**config.mk**
```make
export PLATFORM = sky130hd
export DESIGN_NAME = general_timer_and_free_counter
export DESIGN_NICKNAME = d
export VERILOG_FILES = /design/src/timer_pkg.sv /design/src/general_timer_and_free_counter.sv /design/src/tick_divider.sv
export VERILOG_INCLUDE_DIRS = /design/src
export SDC_FILE = /design/constraint.sdc
export NUM_CORES = 1
export LEC_CHECK = 0
export BUFFER_PORTS_ARGS = -buffer_cell sky130_fd_sc_hd__buf_2
export CAP_MARGIN = 30
export CORE_UTILIZATION = 55
export DETAILED_ROUTE_END_ITERATION = 10
export GPL_ROUTABILITY_DRIVEN = 0
export PLACE_DENSITY_LB_ADDON = 0.25
export SYNTH_ARGS = -nofsm -noshare
export SYNTH_HDL_FRONTEND = slang
export SYNTH_SLANG_ARGS = --single-unit
```
**constraint.sdc**
```tcl
create_clock -name clk_i -period 3.21 [get_ports clk_i]
set_input_delay 0.642 -clock clk_i [delete_from_list [all_inputs] [get_ports clk_i]]
set_output_delay 0.642 -clock clk_i [all_outputs]
set_load 0.05 [all_outputs]
```
**src/timer_defs.svh**
```systemverilog
// Constants for the general purpose timer and free-running tick counter.
// Assumes a 100 MHz system clock and a 32-bit APB register bus.
`ifndef TIMER_DEFS_SVH
`define TIMER_DEFS_SVH

// Register byte addresses
`define REG_TIMER_CONFIG       12'h08c
`define REG_TIMER_CURRENT      12'h090
`define REG_FREE_RUNNING_TICK  12'h09c
`define REG_INT_STATUS         12'h0e0
`define REG_INT_MASK           12'h0e4
`define REG_BUS_MODE           12'h0e8
`define REG_FREE_RUNNING_HIGH  12'h0ec

// Field positions
`define CFG_RUN_BIT            29
`define INT_TIMER_BIT          0
`define MODE_HALF_BIT          0

// Reset values
`define PRELOAD_RESET          16'hffff
`define COUNT_RESET            16'hffff
`define FREE_RESET             32'h0000_0000

// Timing
`define CLK_MHZ                100
`define FREE_TICK_MHZ          25
`define FREE_TICK_DIV          (`CLK_MHZ / `FREE_TICK_MHZ)
`define FREE_SETTLE_NS         160
`define FREE_SETTLE_CYC        ((`FREE_SETTLE_NS * `CLK_MHZ) / 1000)

`endif

```
**src/timer_pkg.sv**
```systemverilog
// Types shared by the timer block and its tick divider.
// Assumes timer_defs.svh supplies the numeric constants.
package timer_pkg;

   // State of the 25 MHz enable divider
   typedef struct packed {
      logic [1:0] phase;
      logic       tick;
   } div_state_t;

   // Whole state of the timer block
   typedef struct packed {
      logic        run;
      logic [15:0] preload;
      logic [15:0] count;
      logic [31:0] free;
      logic [31:0] latch;
      logic        half_mode;
      logic        status;
      logic        mask;
      logic [31:0] prdata;
      logic        pready;
      logic        pslverr;
      logic        irq;
   } timer_state_t;

endpackage

```
**src/general_timer_and_free_counter.sv**
```systemverilog
// General purpose 16-bit down timer and free-running 32-bit tick counter.
// Assumes an APB master on clk_i; APB inputs are synchronous to clk_i.
`timescale 1ns/1ns
`include "timer_defs.svh"

module general_timer_and_free_counter
   import timer_pkg::*;
(
   input  wire logic        clk_i,
   input  wire logic        rst_n_i,
   input  wire logic        psel_i,
   input  wire logic        penable_i,
   input  wire logic        pwrite_i,
   input  wire logic [11:0] paddr_i,
   input  wire logic [31:0] pwdata_i,
   output logic [31:0]      prdata_o,
   output logic             pready_o,
   output logic             pslverr_o,
   output logic             irq_o
);

   timer_state_t st;
   timer_state_t next_st;
   logic         free_tick;
   logic         setup;
   logic         access;
   logic         wr;
   logic         wr_cfg;
   logic         timer_evt;
   logic [31:0]  read_word;

   // Decodes whether an address holds a register; used for the error response and the checks
   function automatic logic addr_ok(input logic [11:0] a);
      case (a)
         `REG_TIMER_CONFIG,
         `REG_TIMER_CURRENT,
         `REG_FREE_RUNNING_TICK,
         `REG_INT_STATUS,
         `REG_INT_MASK,
         `REG_BUS_MODE,
         `REG_FREE_RUNNING_HIGH: addr_ok = 1'b1;
         default:                addr_ok = 1'b0;
      endcase
   endfunction

   // Single 25 MHz enable shared by both counters
   tick_divider u_div (
      .clk_i   (clk_i),
      .rst_n_i (rst_n_i),
      .tick_o  (free_tick)
   );

   // Read multiplexer; reserved bits read as zero
   always_comb begin
      case (paddr_i)
         `REG_TIMER_CONFIG: begin
            read_word = 32'h0;
            read_word[`CFG_RUN_BIT] = st.run;
            read_word[15:0] = st.preload;
         end
         `REG_TIMER_CURRENT:     read_word = {16'h0, st.count};
         `REG_FREE_RUNNING_TICK: begin
            // Half mode returns the low half of the value being latched
            read_word = st.half_mode ? {16'h0, st.free[15:0]} : st.free;
         end
         `REG_FREE_RUNNING_HIGH: read_word = {16'h0, st.latch[31:16]};
         `REG_INT_STATUS:        read_word = {31'h0, st.status};
         `REG_INT_MASK:          read_word = {31'h0, st.mask};
         `REG_BUS_MODE:          read_word = {31'h0, st.half_mode};
         default:                read_word = 32'h0;
      endcase
   end

   // Next state of the whole block
   always_comb begin
      next_st   = st;
      setup     = psel_i && !penable_i;
      access    = psel_i && penable_i && st.pready;
      wr        = access && pwrite_i;
      wr_cfg    = wr && (paddr_i == `REG_TIMER_CONFIG);
      timer_evt = 1'b0;

      // Never gated by power state, reset is the only thing that stops it
      if (free_tick) begin
         next_st.free = st.free + 32'h1;
      end

      // Answer prepared during setup so outputs leave flops with one wait-free access
      next_st.pready = setup;
      if (setup) begin
         next_st.pslverr = !addr_ok(paddr_i);
         next_st.prdata  = pwrite_i ? 32'h0 : read_word;
         // Capture once so both halves describe the same instant
         if (!pwrite_i && st.half_mode && (paddr_i == `REG_FREE_RUNNING_TICK)) begin
            next_st.latch = st.free;
         end
      end

      // Register writes take effect at the access edge
      if (wr_cfg) begin
         next_st.run     = pwdata_i[`CFG_RUN_BIT];
         next_st.preload = pwdata_i[15:0];
      end
      if (wr && (paddr_i == `REG_INT_MASK)) begin
         next_st.mask = pwdata_i[`INT_TIMER_BIT];
      end
      if (wr && (paddr_i == `REG_BUS_MODE)) begin
         next_st.half_mode = pwdata_i[`MODE_HALF_BIT];
      end

      // Halting presets the preload regardless of the value just written
      if (st.run && !next_st.run) begin
         next_st.preload = `PRELOAD_RESET;
      end

      // Timer: load on start, count down while running, reload on underflow
      if (!st.run && next_st.run) begin
         next_st.count = next_st.preload;
      end else if (st.run && next_st.run && free_tick) begin
         if (st.count == 16'h0) begin
            next_st.count = st.preload;
            timer_evt     = 1'b1;
         end else begin
            next_st.count = st.count - 16'h1;
         end
      end

      // Write one to clear; a same-cycle event wins over the clear
      if (wr && (paddr_i == `REG_INT_STATUS) && pwdata_i[`INT_TIMER_BIT]) begin
         next_st.status = 1'b0;
      end
      if (timer_evt) begin
         next_st.status = 1'b1;
      end
      next_st.irq = next_st.status && next_st.mask;
   end

   // State register; the free counter clears at once, well inside the settle time
   always_ff @(posedge clk_i or negedge rst_n_i) begin
      if (!rst_n_i) begin
         st           <= '0;
         st.preload   <= `PRELOAD_RESET;
         st.count     <= `COUNT_RESET;
         st.free      <= `FREE_RESET;
      end else begin
         st <= next_st;
      end
   end

   assign prdata_o  = st.prdata;
   assign pready_o  = st.pready;
   assign pslverr_o = st.pslverr;
   assign irq_o     = st.irq;

   // Cycles since reset release, saturating; only the checks read it
   logic [7:0] since_rst;
   always_ff @(posedge clk_i or negedge rst_n_i) begin
      if (!rst_n_i) begin
         since_rst <= 8'h0;
      end else if (since_rst != 8'hff) begin
         since_rst <= since_rst + 8'h1;
      end
   end

   // Checks
   property p_halt_hold;
      @(posedge clk_i) disable iff (!rst_n_i)
         (!st.run && !next_st.run) |=> (st.count == $past(st.count));
   endproperty
   a_halt_hold: assert property (p_halt_hold) else $error("halted timer moved");

   property p_stop_preset;
      @(posedge clk_i) disable iff (!rst_n_i)
         $fell(st.run) |-> (st.preload == 16'hffff);
   endproperty
   a_stop_preset: assert property (p_stop_preset) else $error("preload not preset");

   property p_preload_write;
      @(posedge clk_i) disable iff (!rst_n_i)
         (wr_cfg && !(st.run && !pwdata_i[`CFG_RUN_BIT]))
            |=> (st.preload == $past(pwdata_i[15:0]));
   endproperty
   a_preload_write: assert property (p_preload_write) else $error("preload lost");

   property p_underflow_irq;
      @(posedge clk_i) disable iff (!rst_n_i)
         (st.run && free_tick && st.count == 16'h0 && !wr_cfg)
            |=> (st.status && st.count == $past(st.preload)) ##0 (irq_o == st.mask);
   endproperty
   a_underflow_irq: assert property (p_underflow_irq) else $error("no reload or flag");

   property p_count_read;
      @(posedge clk_i) disable iff (!rst_n_i)
         (setup && !pwrite_i && paddr_i == `REG_TIMER_CURRENT)
            |=> (prdata_o == {16'h0, $past(st.count)}) && pready_o;
   endproperty
   a_count_read: assert property (p_count_read) else $error("bad count read");

   property p_free_step;
      @(posedge clk_i) disable iff (!rst_n_i)
         free_tick |=> (st.free == $past(st.free) + 32'h1) ##1 (st.free == $past(st.free));
   endproperty
   a_free_step: assert property (p_free_step) else $error("free counter step wrong");

   property p_free_wrap;
      @(posedge clk_i) disable iff (!rst_n_i)
         (free_tick && st.free == 32'hffff_ffff) |=> (st.free == 32'h0);
   endproperty
   a_free_wrap: assert property (p_free_wrap) else $error("free counter no wrap");

   property p_half_pair;
      @(posedge clk_i) disable iff (!rst_n_i)
         (setup && !pwrite_i && paddr_i == `REG_FREE_RUNNING_HIGH)
            |=> (prdata_o[15:0] == $past(st.latch[31:16]));
   endproperty
   a_half_pair: assert property (p_half_pair) else $error("high half not latched");

   property p_settle;
      @(posedge clk_i) disable iff (!rst_n_i)
         (since_rst < 8'(`FREE_SETTLE_CYC)) |-> (st.free <= 32'(since_rst));
   endproperty
   a_settle: assert property (p_settle) else $error("free counter not cleared");

   property p_start_load;
      @(posedge clk_i) disable iff (!rst_n_i)
         $rose(st.run) |-> (st.count == st.preload);
   endproperty
   a_start_load: assert property (p_start_load) else $error("start did not load");

   property p_count_down;
      @(posedge clk_i) disable iff (!rst_n_i)
         (st.run && free_tick && st.count != 16'h0 && !wr_cfg)
            |=> (st.count == $past(st.count) - 16'h1);
   endproperty
   a_count_down: assert property (p_count_down) else $error("timer did not step");

   // Access phase is exactly one cycle, so the master never waits
   property p_setup_answer;
      @(posedge clk_i) disable iff (!rst_n_i)
         setup |=> pready_o;
   endproperty
   a_setup_answer: assert property (p_setup_answer) else $error("no answer to setup");

   property p_pready_pulse;
      @(posedge clk_i) disable iff (!rst_n_i)
         pready_o |=> !pready_o;
   endproperty
   a_pready_pulse: assert property (p_pready_pulse) else $error("pready held too long");

   // Unmapped addresses answer with an error and read as zero
   property p_unmapped_err;
      @(posedge clk_i) disable iff (!rst_n_i)
         (setup && !addr_ok(paddr_i)) |=> (pslverr_o && pready_o && prdata_o == 32'h0);
   endproperty
   a_unmapped_err: assert property (p_unmapped_err) else $error("unmapped not refused");

   // Clear only takes when no underflow lands in the same cycle
   property p_w1c_clear;
      @(posedge clk_i) disable iff (!rst_n_i)
         (wr && paddr_i == `REG_INT_STATUS && pwdata_i[`INT_TIMER_BIT] && !timer_evt)
            |=> !st.status && !irq_o;
   endproperty
   a_w1c_clear: assert property (p_w1c_clear) else $error("status not cleared");

   property p_set_wins;
      @(posedge clk_i) disable iff (!rst_n_i)
         timer_evt |=> st.status;
   endproperty
   a_set_wins: assert property (p_set_wins) else $error("event lost to clear");

   // The count register is read-only; a write must not disturb a halted count
   property p_ro_ignore;
      @(posedge clk_i) disable iff (!rst_n_i)
         (wr && paddr_i == `REG_TIMER_CURRENT && !st.run) |=> (st.count == $past(st.count));
   endproperty
   a_ro_ignore: assert property (p_ro_ignore) else $error("count took a write");

   // Both halves come from the value captured at the low-half read
   property p_latch_take;
      @(posedge clk_i) disable iff (!rst_n_i)
         (setup && !pwrite_i && st.half_mode && paddr_i == `REG_FREE_RUNNING_TICK)
            |=> (st.latch == $past(st.free)) && (prdata_o[15:0] == st.latch[15:0]);
   endproperty
   a_latch_take: assert property (p_latch_take) else $error("latch not taken");

   // One enable pulse every four system clocks gives the 25 MHz rate
   property p_tick_period;
      @(posedge clk_i) disable iff (!rst_n_i)
         free_tick |=> (!free_tick) [*3] ##1 free_tick;
   endproperty
   a_tick_period: assert property (p_tick_period) else $error("tick rate wrong");

   // Main scenarios
   c_underflow: cover property (@(posedge clk_i) disable iff (!rst_n_i) timer_evt && st.mask);
   c_halt: cover property (@(posedge clk_i) disable iff (!rst_n_i) $fell(st.run));
   c_half_read: cover property (@(posedge clk_i) disable iff (!rst_n_i)
      setup && st.half_mode && paddr_i == `REG_FREE_RUNNING_HIGH);
   c_unmapped: cover property (@(posedge clk_i) disable iff (!rst_n_i) pslverr_o && pready_o);
   c_ro_write: cover property (@(posedge clk_i) disable iff (!rst_n_i)
      wr && paddr_i == `REG_TIMER_CURRENT);

endmodule

```
**src/tick_divider.sv**
```systemverilog
// Divider giving a one-cycle 25 MHz enable pulse from the system clock.
// Assumes clk_i at 100 MHz; the pulse is registered.
`timescale 1ns/1ns
`include "timer_defs.svh"

module tick_divider
   import timer_pkg::*;
(
   input  wire logic clk_i,
   input  wire logic rst_n_i,
   output logic      tick_o
);

   div_state_t st;
   div_state_t next_st;

   // Count phases; the last phase sets the pulse, which is high during the following phase 0
   always_comb begin
      next_st = st;
      if (st.phase == 2'(`FREE_TICK_DIV - 1)) begin
         next_st.phase = 2'h0;
         next_st.tick  = 1'b1;
      end else begin
         next_st.phase = st.phase + 2'h1;
         next_st.tick  = 1'b0;
      end
   end

   always_ff @(posedge clk_i or negedge rst_n_i) begin
      if (!rst_n_i) begin
         st <= '0;
      end else begin
         st <= next_st;
      end
   end

   assign tick_o = st.tick;

endmodule

```
# After elaboration in Yosys (flattened, before gate mapping)
# Index checks and enable logic that the tools add are counted.
# op_classes
n_addsub,3
n_eq_ne,8
muxes,17
reduce_logical,25
# ops
operator,count
$pmux 32 s7,1
$eq 12x8->1 const B,7
$mux 16,4
$mux 32,2
$add 32x1->32 const B,1
$mux 17,1
$logic_and 1x1->1,16
$logic_not 16->1,1
$sub 16x1->16 const B,1
$mux 1,8
$reduce_or 7->1,1
$logic_not 1->1,5
$mux 3,1
$add 2x1->2 const B,1
$eq 2x2->1 const B,1
$reduce_and 2->1,1
$reduce_bool 2->1,1
# word_totals
reg_bits,138
in_bits,49
output_inout_bits,35

# Logic depth before layout (Yosys ltp)
# Gate-level depths: netlist (run 1).
# depth
word_depth,11
ltp_mapped,10
ltp_nobuf,7

# By module
# From an unflattened synthesis (run 1), not the netlist that was laid out.
# hier_totals
hier_cells,596
hier_area_um2,6326.1
# modules_own_cells
module,instances,cells_per_inst,area_per_inst_um2,seq_area_each_um2
general_timer_and_free_counter,1,591,6234.7,3017.9
tick_divider,1,5,91.3,75.1

# Least setup slack after synthesis (run 1)
# OpenSTA, ideal clock, no wires.
# synth_timing
kind,input to register
startpoint,input paddr_i[9]
endpoint,register st[110] (netlist name)
setup_ns,0.084
arrival_time_ns,2.308
slack_ns,0.818
stages,7
path_cell_list,or4_1 > clkbuf_1 > nor4_4 > and2_1 > buf_2 > nor2_1 > a221o_1
# synth_between
elab_chain_cells,7
word_cells_on_any_way,11
cone_classes,eq/ne (1); mux (3); reduce/logical (7)
# synth_lines
item,line_no,source
start: declaration,general_timer_and_free_counter.sv:14,"input wire logic [11:0] paddr_i,"
$eq 12x8->1 (*),n/a,
$logic_and 1x1->1 (*),general_timer_and_free_counter.sv:80,wr_cfg = wr && (paddr_i == `REG_TIMER_CONFIG);
$mux 17 (*),general_timer_and_free_counter.sv:100,if (wr_cfg) begin
$logic_not 1->1,general_timer_and_free_counter.sv:112,if (st.run && !next_st.run) begin
$logic_and 1x1->1,general_timer_and_free_counter.sv:112,
$mux 16,general_timer_and_free_counter.sv:112,
$mux 16,general_timer_and_free_counter.sv:117,if (!st.run && next_st.run) begin
end signal: assignment,general_timer_and_free_counter.sv:146,st <= next_st;
end: declaration,general_timer_and_free_counter.sv:22,timer_state_t st;
# Mark *: on every way between the ends. The rest lies on a longest branch, timed or not.
# A chain may end at the register's enable or synchronous reset.

# Final worst setup path (run 1)
# layout_timing
startpoint,input paddr_i[9]
endpoint,register st[108] (netlist name)
# Same word-level chain as after synthesis.

==> results of run 1 <==
-- power breakdown --
group / internal (mW) / total, mW / switching, mW
Clock: 1.26 / 2.01 / 0.754
Sequential: 1.71 / 1.92 / 0.206
Combinational: 0.269 / 0.562 / 0.292
-- worst reg2reg max path, cell delays in order (launching register included) --
cell,delay [ns]
dfstp_2,0.41
inv_1,0.12
ha_1,0.15
or3b_2,0.52
or4_4,0.60
and3_2,0.23
nor3_1,0.17
a221o_1,0.13
-- through the flow --
stage	cells	area, µm²	worst slack (ns)
5_1_grt	794	7250	0.641
2_1_floorplan	599	6350	0.818
3_3_place_gp	762	6630	0.423
3_5_place_dp	762	6630	0.343
6_report	794	7250	0.754
4_1_cts	794	7250	0.810
-- cells in the mapped netlist, types with 7 or more instances --
library cell  count
a21o_1           17
a21oi_1          32
a221o_1           7
a22o_1           15
a32oi_1          28
and3_1            7
buf_4            32
clkbuf_1         25
dfrtp_1          90
dfstp_2          32
mux2_2           19
nand2_1          20
nand3_1          19
nand4_1          14
nor2_1           67
nor3_1           11
nor4_1           11
o21ai_0          13
xnor2_1          24
xor2_1           13
-- logic make-up (layout without fill, tap and decap cells) --
group	count (synthesis)	count (layout)	share of synthesized area
compound gates	148	148	0.177
xor+xnor	37	37	0.0511
fa+ha+maj	4	4	0.00789
buf+inv	72	127	0.0676
flops	122	122	0.487
mux	22	22	0.0384
simple gates	194	194	0.171
-- final timing paths --
path	startpoint	to	slack [ns]	depth (start not counted)
worst max-delay path	paddr_i[9]	st[108]	0.75	6
worst min-delay path	rst_n_i	irq_o	0.25	1
worst max register to register	st[102]	st[113]	0.81	7
worst min register to register	u_div.st[1]	u_div.st[1]	0.43	1
max in group asynchronous	rst_n_i	st[131]	2.14	2
min in group clk_i	u_div.st[1]	u_div.st[1]	0.43	1
-- layout make-up --
type,count,area (µm²),area share
Clock buffer,18,439,0.0606
Clock inverter,14,184,0.0254
Inverter,7,26.3,0.00362
Multi-Input combinational cell,405,2830,0.390
Sequential cell,122,3090,0.427
Tap cell,140,175,0.0242
Timing Repair Buffer,88,505,0.0697
-- layer usage --
metal	wire length [µm]	share of wire
met1	7030	0.45
met2	7350	0.47
met3	940	0.060
met4	246	0.016
met5	0	0
-- state kept, by name (all words and copies together), names as in the netlist --
register      cells
u_div.tick_o      1
st               84
pready_o          1
u_div.st          2
pslverr_o         1
irq_o             1
prdata_o         32
==> results.sh, run 1 <==
export IMPL_status="finished clean"
export IMPL_ys_flop_type="dfrtp_1"
export IMPL_peakVddDrop_uv=847
export IMPL_drc=0
export IMPL_port_buffers=68
export IMPL_max_cap_violations=0
export IMPL_cp_cell_sequence="buf_2, or4_1, nor4_4, nand4_1, nand2_1, o221a_2"
export IMPL_worstPathRequired_ns=3.57
export IMPL_tightest_slew_ns=0.881
export IMPL_start_util=0.575
export IMPL_crit_arrival_ns=2.82
export IMPL_fin_util=0.657
export IMPL_endpoint_kind="register"
export IMPL_die_y_um=109
export IMPL_worst_path_dominant_cell_family="simple AND/OR/NAND/NOR gates"
export IMPL_whs_ns=0.254
export IMPL_cp_max_fo=8
export IMPL_track_usage=0.286
export IMPL_tns_ns=0
export IMPL_synth_area_um2=6350
export IMPL_total_power_mw=4.49
export IMPL_synth_edf_count=0
export IMPL_num_rows=38
export IMPL_clk_pin_slew_worst_paths_ns=0.06
export IMPL_drt_iter0_drc=421
export IMPL_grt_max_degree=78
export IMPL_drt_wirelength_per_cell_um=19.6
export IMPL_seq_area_frac_synth=0.487
export IMPL_critical_path_buf_inv_count=1
export IMPL_wl_mm=15.6
export IMPL_final_cell_mix="dfrtp_1 (90), buf_2 (67), nor2_1 (66)"
export IMPL_synth_cells=599
export IMPL_cts_made_buffers=17
export IMPL_hold_class="input pin to async pin"
export IMPL_vias=5054
export IMPL_cp_slowest_cell="or4_1"
export IMPL_drv_slew=0
export IMPL_cts_tree="built"
export IMPL_synthArstFlopShare=1.00
export IMPL_grt_pass1_wl_mm=25.7
export IMPL_drive_above_1_share=0.306
export IMPL_viasPerCell=6.37
export IMPL_cts_setup_buffers=0
export IMPL_grt_use_met1=0.395
export IMPL_start_kind="input pin"
export IMPL_clock_latency_ns=0.42
export IMPL_clock_sinks=122
export IMPL_core_area_um2=11000
export IMPL_synth_top_area_share=0.355
export IMPL_cpPeakStageDelay_ns=0.72
export IMPL_ctsHtreeMaxLevel=4
export IMPL_post_cts_resized=0
export IMPL_antenna_found_initial=0
export IMPL_cts_buffer_depth=2
export IMPL_holdBufCountCts=0
export IMPL_crit_type="input pin to register"
export IMPL_clockRootBuffer="clkbuf_16"
export IMPL_diodes=0
export IMPL_mostFrequentLayoutCell="dfrtp_1"
export IMPL_synth_net_count=652
export IMPL_synth_area_top_cells="dfrtp_1 (35%), dfstp_2 (13%), nor2_1 (4.0%)"
export IMPL_grtUsageMet2=0.438
export IMPL_setup_viol=0
export IMPL_slew_headroom=0.407
export IMPL_yosysWarnings=0
export IMPL_synth_distinct_cells=68
export IMPL_rsz0062_at_grt="false"
export IMPL_synth_seq_cells=122
export IMPL_finish_net_count=694
export IMPL_ant_nets=0
export IMPL_clock_fmax_mhz=407
export IMPL_fill_cells=843
export IMPL_io_pin_count=84
export IMPL_grt_pass1_vias=4986
export IMPL_die_area_um2=12000
export IMPL_first_pass_iters=7
export IMPL_hold_violations=0
export IMPL_finClkSkew_ns=0.00891
export IMPL_p_leak_nw=3.33
export IMPL_synth_top_area_cell="dfrtp_1"
export IMPL_timing_final_crit_share=0.765
export IMPL_overflow=0
export IMPL_area_growth_pct=14.2
export IMPL_hpwl_mm=10.5
export IMPL_p_per_area_nw_per_um2=620
export IMPL_gr_max_usage_layer="met2"
export IMPL_met3_usage=0.0694
export IMPL_min_period_ns=2.46
export IMPL_die_w_um=109
export IMPL_avgSynthCellArea_um2=10.6
No activity file was read; power rests on OpenSTA's default activity.
==> run 2: changes to the inputs <==
- ABC_AREA: unset -> 1
- CORE_UTILIZATION: 55 -> 53
- clock period: 3.21 -> 2.09 ns (I/O delays scaled with it)
==> run 2 against run 1 <==
Clock skew shrank 0.00093 ns. Combinational power grew 120%. Flip-flop and latch count is the same. Register-to-register slack lost 0.63 ns. Setup slack lost 0.57 ns. Via count grew 29%. Power grew 60%. Global-route usage shrank 0.49 points.
==> results.sh, run 2 <==
export IMPL_clockRootBuffer="clkbuf_16"
export IMPL_peakVddDrop_uv=541
export IMPL_overflow=0
export IMPL_avgSynthCellArea_um2=7.38
export IMPL_wl_mm=18.5
export IMPL_cp_cell_sequence="inv_1, ha_1, nand2_1, nor3_1, nand3_1, buf_4, nand2_1, nand2_1, nand2_1, nand2_1, nand2_1, nand2_1"
export IMPL_ys_flop_type="dfrtp_1"
export IMPL_cts_setup_buffers=0
export IMPL_status="finished clean"
export IMPL_die_y_um=119
export IMPL_fin_cells=1213
export IMPL_viasPerCell=5.39
export IMPL_fill_cells=1180
export IMPL_yosys_top_cells_count="nand2_1 (315), nand3_1 (123), dfrtp_1 (90), inv_1 (88), nor2_1 (69)"
export IMPL_register_area_um2=3090
export IMPL_cts_buffer_depth=2
export IMPL_track_usage=0.281
export IMPL_drt_iter0_drc=654
export IMPL_fin_util=0.623
export IMPL_hold_path_depth=3
export IMPL_synth_edf_count=0
export IMPL_clk_pin_slew_worst_paths_ns=0.05
export IMPL_tns_ns=0
export IMPL_timing_final_crit_share=0.914
export IMPL_rrSetupSlack_ns=0.18
export IMPL_worstPathRequired_ns=2.44
export IMPL_antenna_found_initial=0
export IMPL_min_to="st[119]"
export IMPL_hp_start="pwdata_i[1]"
export IMPL_synth_top_area_cell="dfrtp_1"
export IMPL_grt_pass1_wl_mm=30.7
export IMPL_max_cap_violations=0
export IMPL_synth_seq_cells=122
export IMPL_crit_arrival_ns=2.26
export IMPL_ctsHtreeMaxLevel=4
export IMPL_hpwl_mm=13.8
export IMPL_start_util=0.545
export IMPL_drv_slew=0
export IMPL_clock_fmax_mhz=523
export IMPL_tightest_slew_ns=0.441
export IMPL_synth_top_area_share=0.312
export IMPL_cts_tree="built"
export IMPL_dpl_cell_count=1180
export IMPL_largest_reg_flops=84
export IMPL_multi_input_area_um2=3360
export IMPL_mostFrequentLayoutCell="nand2_1"
export IMPL_final_cell_mix="nand2_1 (315), nand3_1 (123), dfrtp_1 (90)"
export IMPL_synth_most_common_cell="nand2_1"
export IMPL_drive_above_1_share=0.191
export IMPL_vias=6535
export IMPL_synth_area_top_cells="dfrtp_1 (31%), nand2_1 (16%), dfstp_2 (12%)"
export IMPL_finish_net_count=1077
export IMPL_grt_max_degree=56
export IMPL_cpPeakStageDelay_ns=0.39
export IMPL_seq_area_frac_synth=0.429
export IMPL_synth_net_count=1030
export IMPL_port_buffers=68
export IMPL_rr_startpoint="st[102]"
export IMPL_crit_type="register to register"
export IMPL_synth_distinct_cells=35
export IMPL_yosysWarnings=0
export IMPL_die_w_um=119
export IMPL_core_area_um2=13200
export IMPL_r2r_end="st[103]"
export IMPL_grt_pass1_vias=5904
export IMPL_clock_sinks=122
export IMPL_min_period_ns=1.91
export IMPL_drt_wirelength_per_cell_um=15.2
export IMPL_slew_headroom=0.705
export IMPL_synth_cells=977
export IMPL_die_area_um2=14100
export IMPL_rsz0062_at_grt="false"
export IMPL_cp_slowest_cell="dfstp_2"
export IMPL_p_per_area_nw_per_um2=874
export IMPL_clock_latency_ns=0.42
export IMPL_critPathMostFrequentCell="nand2_1"
export IMPL_diodes=0
export IMPL_drc=0
export IMPL_num_rows=42
export IMPL_whs_ns=0.245
export IMPL_io_pin_count=84
export IMPL_regMostFlops="st"
export IMPL_hold_class="input pin to register"
export IMPL_cts_made_buffers=17
export IMPL_hold_violations=0
export IMPL_area_growth_pct=14.3
export IMPL_synth_area_um2=7210
export IMPL_cp_max_fo=8
export IMPL_ant_nets=0
export IMPL_finClkSkew_ns=0.00798
export IMPL_worstRegToRegCells=12
export IMPL_p_leak_nw=4.07
export IMPL_synthArstFlopShare=1.00
export IMPL_setup_viol=0
export IMPL_total_power_mw=7.21
export IMPL_endpoint_kind="register"
export IMPL_first_pass_iters=5
export IMPL_start_kind="register"
[run 2: cell count changes in the layout (fill, tap and decap cells not counted), sizes merged, moves of 13 or more]
| cell | change |
|---|---|
| a22o | -15 |
| xnor2 | -21 |
| a21oi | -29 |
| inv | +85 |
| a21o | -18 |
| nand3 | +109 |
| xor2 | +14 |
| nand4 | +33 |
| nor4 | -15 |
| o21ai | +36 |
| nor2 | +13 |
| mux2 | -19 |
| a32oi | -28 |
| nand2 | +301 |
[run 2: final cells by class]
cell class              instances  area share
clock inverters                10      0.0170
flip-flops and latches        122       0.375
inverters                      98      0.0446
repair buffers                 94      0.0701
multi-input cells             691       0.408
clock buffers                  22      0.0587
well taps                     176      0.0267
[run 2: logic make-up (layout without fill, tap and decap cells)]
family          Yosys count  in the layout  synth area share
simple gates            602            602             0.383
buf+inv                 164            224             0.106
flops                   122            122             0.429
compound gates           55             55            0.0385
xor+xnor                 30             30            0.0364
fa+ha+maj                 4              4           0.00694
[run 2: worst max path at each step]
stage           startpoint  endpoint  slack [ns]  cells past startpoint
4_1_cts             st[71]    st[96]        0.19                     10
3_3_place_gp   paddr_i[11]   st[104]        0.24                     11
3_5_place_dp        st[71]    st[96]        0.21                     10
2_1_floorplan     pready_o   st[108]        0.36                     10
6_report           st[102]   st[103]        0.18                     12
5_1_grt             st[71]    st[96]        0.02                     10
[run 2: layer usage]
layer	track usage	share of wire	wire length (µm)	up-vias
met5	0	0	0	-
met4	0.0981	0.024	449	0
met3	0.0526	0.072	1330	38
met2	0.409	0.43	7960	246
met1	0.417	0.47	8760	3037
li1	-	-	-	3214
[run 2: where the power goes]
group	switching, mW	internal (mW)
sequential	0.265	2.63
combinational	0.808	0.451
clock	1.05	2.00
total	2.12	5.08
[run 2: per-stage QoR]
step	instance area, µm²	setup WS (ns)
2_1_floorplan	7210	0.358
3_3_place_gp	7610	0.244
3_5_place_dp	7610	0.207
4_1_cts	8240	0.194
5_1_grt	8250	0.0175
6_report	8250	0.179
[run 2: what timing repair did]
| action | in CTS | in global routing |
|---|---|---|
| hold buffers | 1 | 0 |
| resized for setup | 0 | 1 |
| setup endpoints to repair | 0 | 1 |
| endpoints found under the hold margin | 1 | 0 |
[run 2: critical path: cells and delay by family, from the launching register on]
family,cells,cell delay (ns)
AND/OR/NAND/NOR,9,0.86
flip-flops,1,0.39
buffers and inverters,2,0.35
adder cells (fa/ha/maj),1,0.23
==> run 3: changes to the inputs <==
- RECOVER_POWER: unset -> 25
==> run 3 against run 2 <==
Clock skew about the same. Critical path type unchanged. Via count is 0.20% lower. Critical endpoint is now st[95]. Power hardly changed. Die area unchanged. Sequential share of layout area grew 0.15 points.
==> results.sh, run 3 (same netlist as run 2, synthesis figures left out) <==
export IMPL_status="finished clean"
export IMPL_cpPeakStageDelay_ns=0.37
export IMPL_min_period_ns=1.91
export IMPL_setup_viol=0
export IMPL_track_usage=0.281
export IMPL_place_area_um2=7610
export IMPL_p_per_area_nw_per_um2=877
export IMPL_drt_iter0_drc=712
export IMPL_cts_made_buffers=17
export IMPL_max_cap_violations=0
export IMPL_viasPerCell=5.38
export IMPL_clockRootBuffer="clkbuf_16"
export IMPL_cts_tree="built"
export IMPL_ant_nets=0
export IMPL_drc=0
export IMPL_mostFrequentLayoutCell="nand2_1"
export IMPL_diodes=0
export IMPL_hold_class="input pin to register"
export IMPL_slew_headroom=0.505
export IMPL_rsz0062_at_grt="false"
export IMPL_first_pass_iters=5
export IMPL_cp_slowest_cell="nor3_1"
export IMPL_vias=6522
export IMPL_start_kind="register"
export IMPL_finish_net_count=1077
export IMPL_start_util=0.545
export IMPL_drv_slew=0
export IMPL_crit_arrival_ns=2.21
export IMPL_endpoint_kind="register"
export IMPL_hpwl_mm=13.8
export IMPL_num_rows=42
export IMPL_fin_util=0.620
export IMPL_hold_violations=0
export IMPL_final_cell_mix="nand2_1 (315), nand3_1 (123), dfrtp_1 (90)"
export IMPL_drive_above_1_share=0.188
export IMPL_cts_buffer_depth=2
export IMPL_io_pin_count=84
export IMPL_area_growth_pct=13.9
export IMPL_regMostFlops="st"
export IMPL_cp_cell_sequence="buf_4, inv_1, nor3_1, nand3_2, nor3_2, nand3_1, xor2_1"
export IMPL_die_w_um=119
export IMPL_die_y_um=119
export IMPL_ctsHtreeMaxLevel=4
export IMPL_drt_wirelength_per_cell_um=15.2
export IMPL_port_buffers=68
export IMPL_finClkSkew_ns=0.00790
export IMPL_p_leak_nw=4.04
export IMPL_core_area_um2=13200
export IMPL_clock_sinks=122
export IMPL_die_area_um2=14100
export IMPL_worst_path_dominant_cell_family="simple AND/OR/NAND/NOR gates"
export IMPL_overflow=0
export IMPL_grt_pass1_wl_mm=30.7
export IMPL_grt_max_degree=56
export IMPL_clk_pin_slew_worst_paths_ns=0.06
export IMPL_tightest_slew_ns=0.743
export IMPL_total_power_mw=7.20
export IMPL_largest_reg_flops=84
export IMPL_critical_path_buf_inv_count=2
export IMPL_clock_latency_ns=0.42
export IMPL_rrSetupSlack_ns=0.18
export IMPL_peakVddDrop_uv=539
export IMPL_clock_fmax_mhz=525
export IMPL_grt_pass1_vias=5904
export IMPL_final_cell_area_um2=8210
export IMPL_crit_type="register to register"
export IMPL_antenna_found_initial=0
export IMPL_cp_max_fo=5
export IMPL_wl_mm=18.5
export IMPL_tns_ns=0
export IMPL_worstPathRequired_ns=2.39
export IMPL_timing_final_crit_share=0.912
-- run 3: cell types whose count changed in the layout (fill, tap and decap cells not counted), sizes merged --
cell / previous run / this run
clkbuf: 22 / 26
buf: 93 / 89
-- run 3: where the power goes --
part | leakage, nW | total [mW] | internal, mW | switching [mW]
Clock | 0.300 | 3.05 | 2.00 | 1.05
Combinational | 2.19 | 1.25 | 0.447 | 0.805
Sequential | 1.55 | 2.90 | 2.63 | 0.265
Total | 4.04 | 7.20 | 5.08 | 2.12
-- run 3: worst paths after layout --
check	cells past startpoint	from	end
worst max-delay path	7	st[70]	st[95]
worst min-delay path	3	pwdata_i[1]	st[119]
worst max register to register	7	st[70]	st[95]
worst min register to register	1	u_div.st[1]	u_div.st[1]
max in group asynchronous	3	rst_n_i	st[81]
min in group asynchronous	2	rst_n_i	prdata_o[8]
-- run 3: layout make-up --
cell class	instances	area [µm²]
Fill cell	1186	5030
Clock inverter	10	140
Sequential cell	122	3090
Clock buffer	22	484
Tap cell	176	220
Inverter	98	368
Multi-Input combinational cell	691	3350
Timing Repair Buffer	94	556
-- run 3: per-layer routing --
layer / track usage / up-vias / wire, µm / part of all wire
li1: - / 3213 / - / -
met1: 0.417 / 3024 / 8800 / 0.48
met2: 0.409 / 247 / 7910 / 0.43
met3: 0.0526 / 38 / 1300 / 0.070
met4: 0.0981 / 0 / 464 / 0.025
met5: 0 / - / 0 / 0
-- run 3: through the flow --
| step | std cells | setup slack, ns | hold slack [ns] |
|---|---|---|---|
| after global routing | 1213 | 0.00789 | 0.244 |
| final | 1213 | 0.185 | 0.247 |
| after detailed placement | 1180 | 0.207 | 0.359 |
| after floorplan | 977 | 0.358 | 0.122 |
| after CTS | 1213 | 0.194 | 0.236 |
| after global placement | 1180 | 0.244 | 0.356 |
-- run 3: repair_timing --
item,CTS,global route
hold buffers,1,0
gates resized for setup,0,1
endpoints found under the hold margin,1,0
buffers inserted,0,0
setup endpoints to repair,0,1
-- run 3: tightest hold or removal path: stages --
cell	delay, ns
buf_2	0.07
nand2_1	0.06
nand3_1	0.08
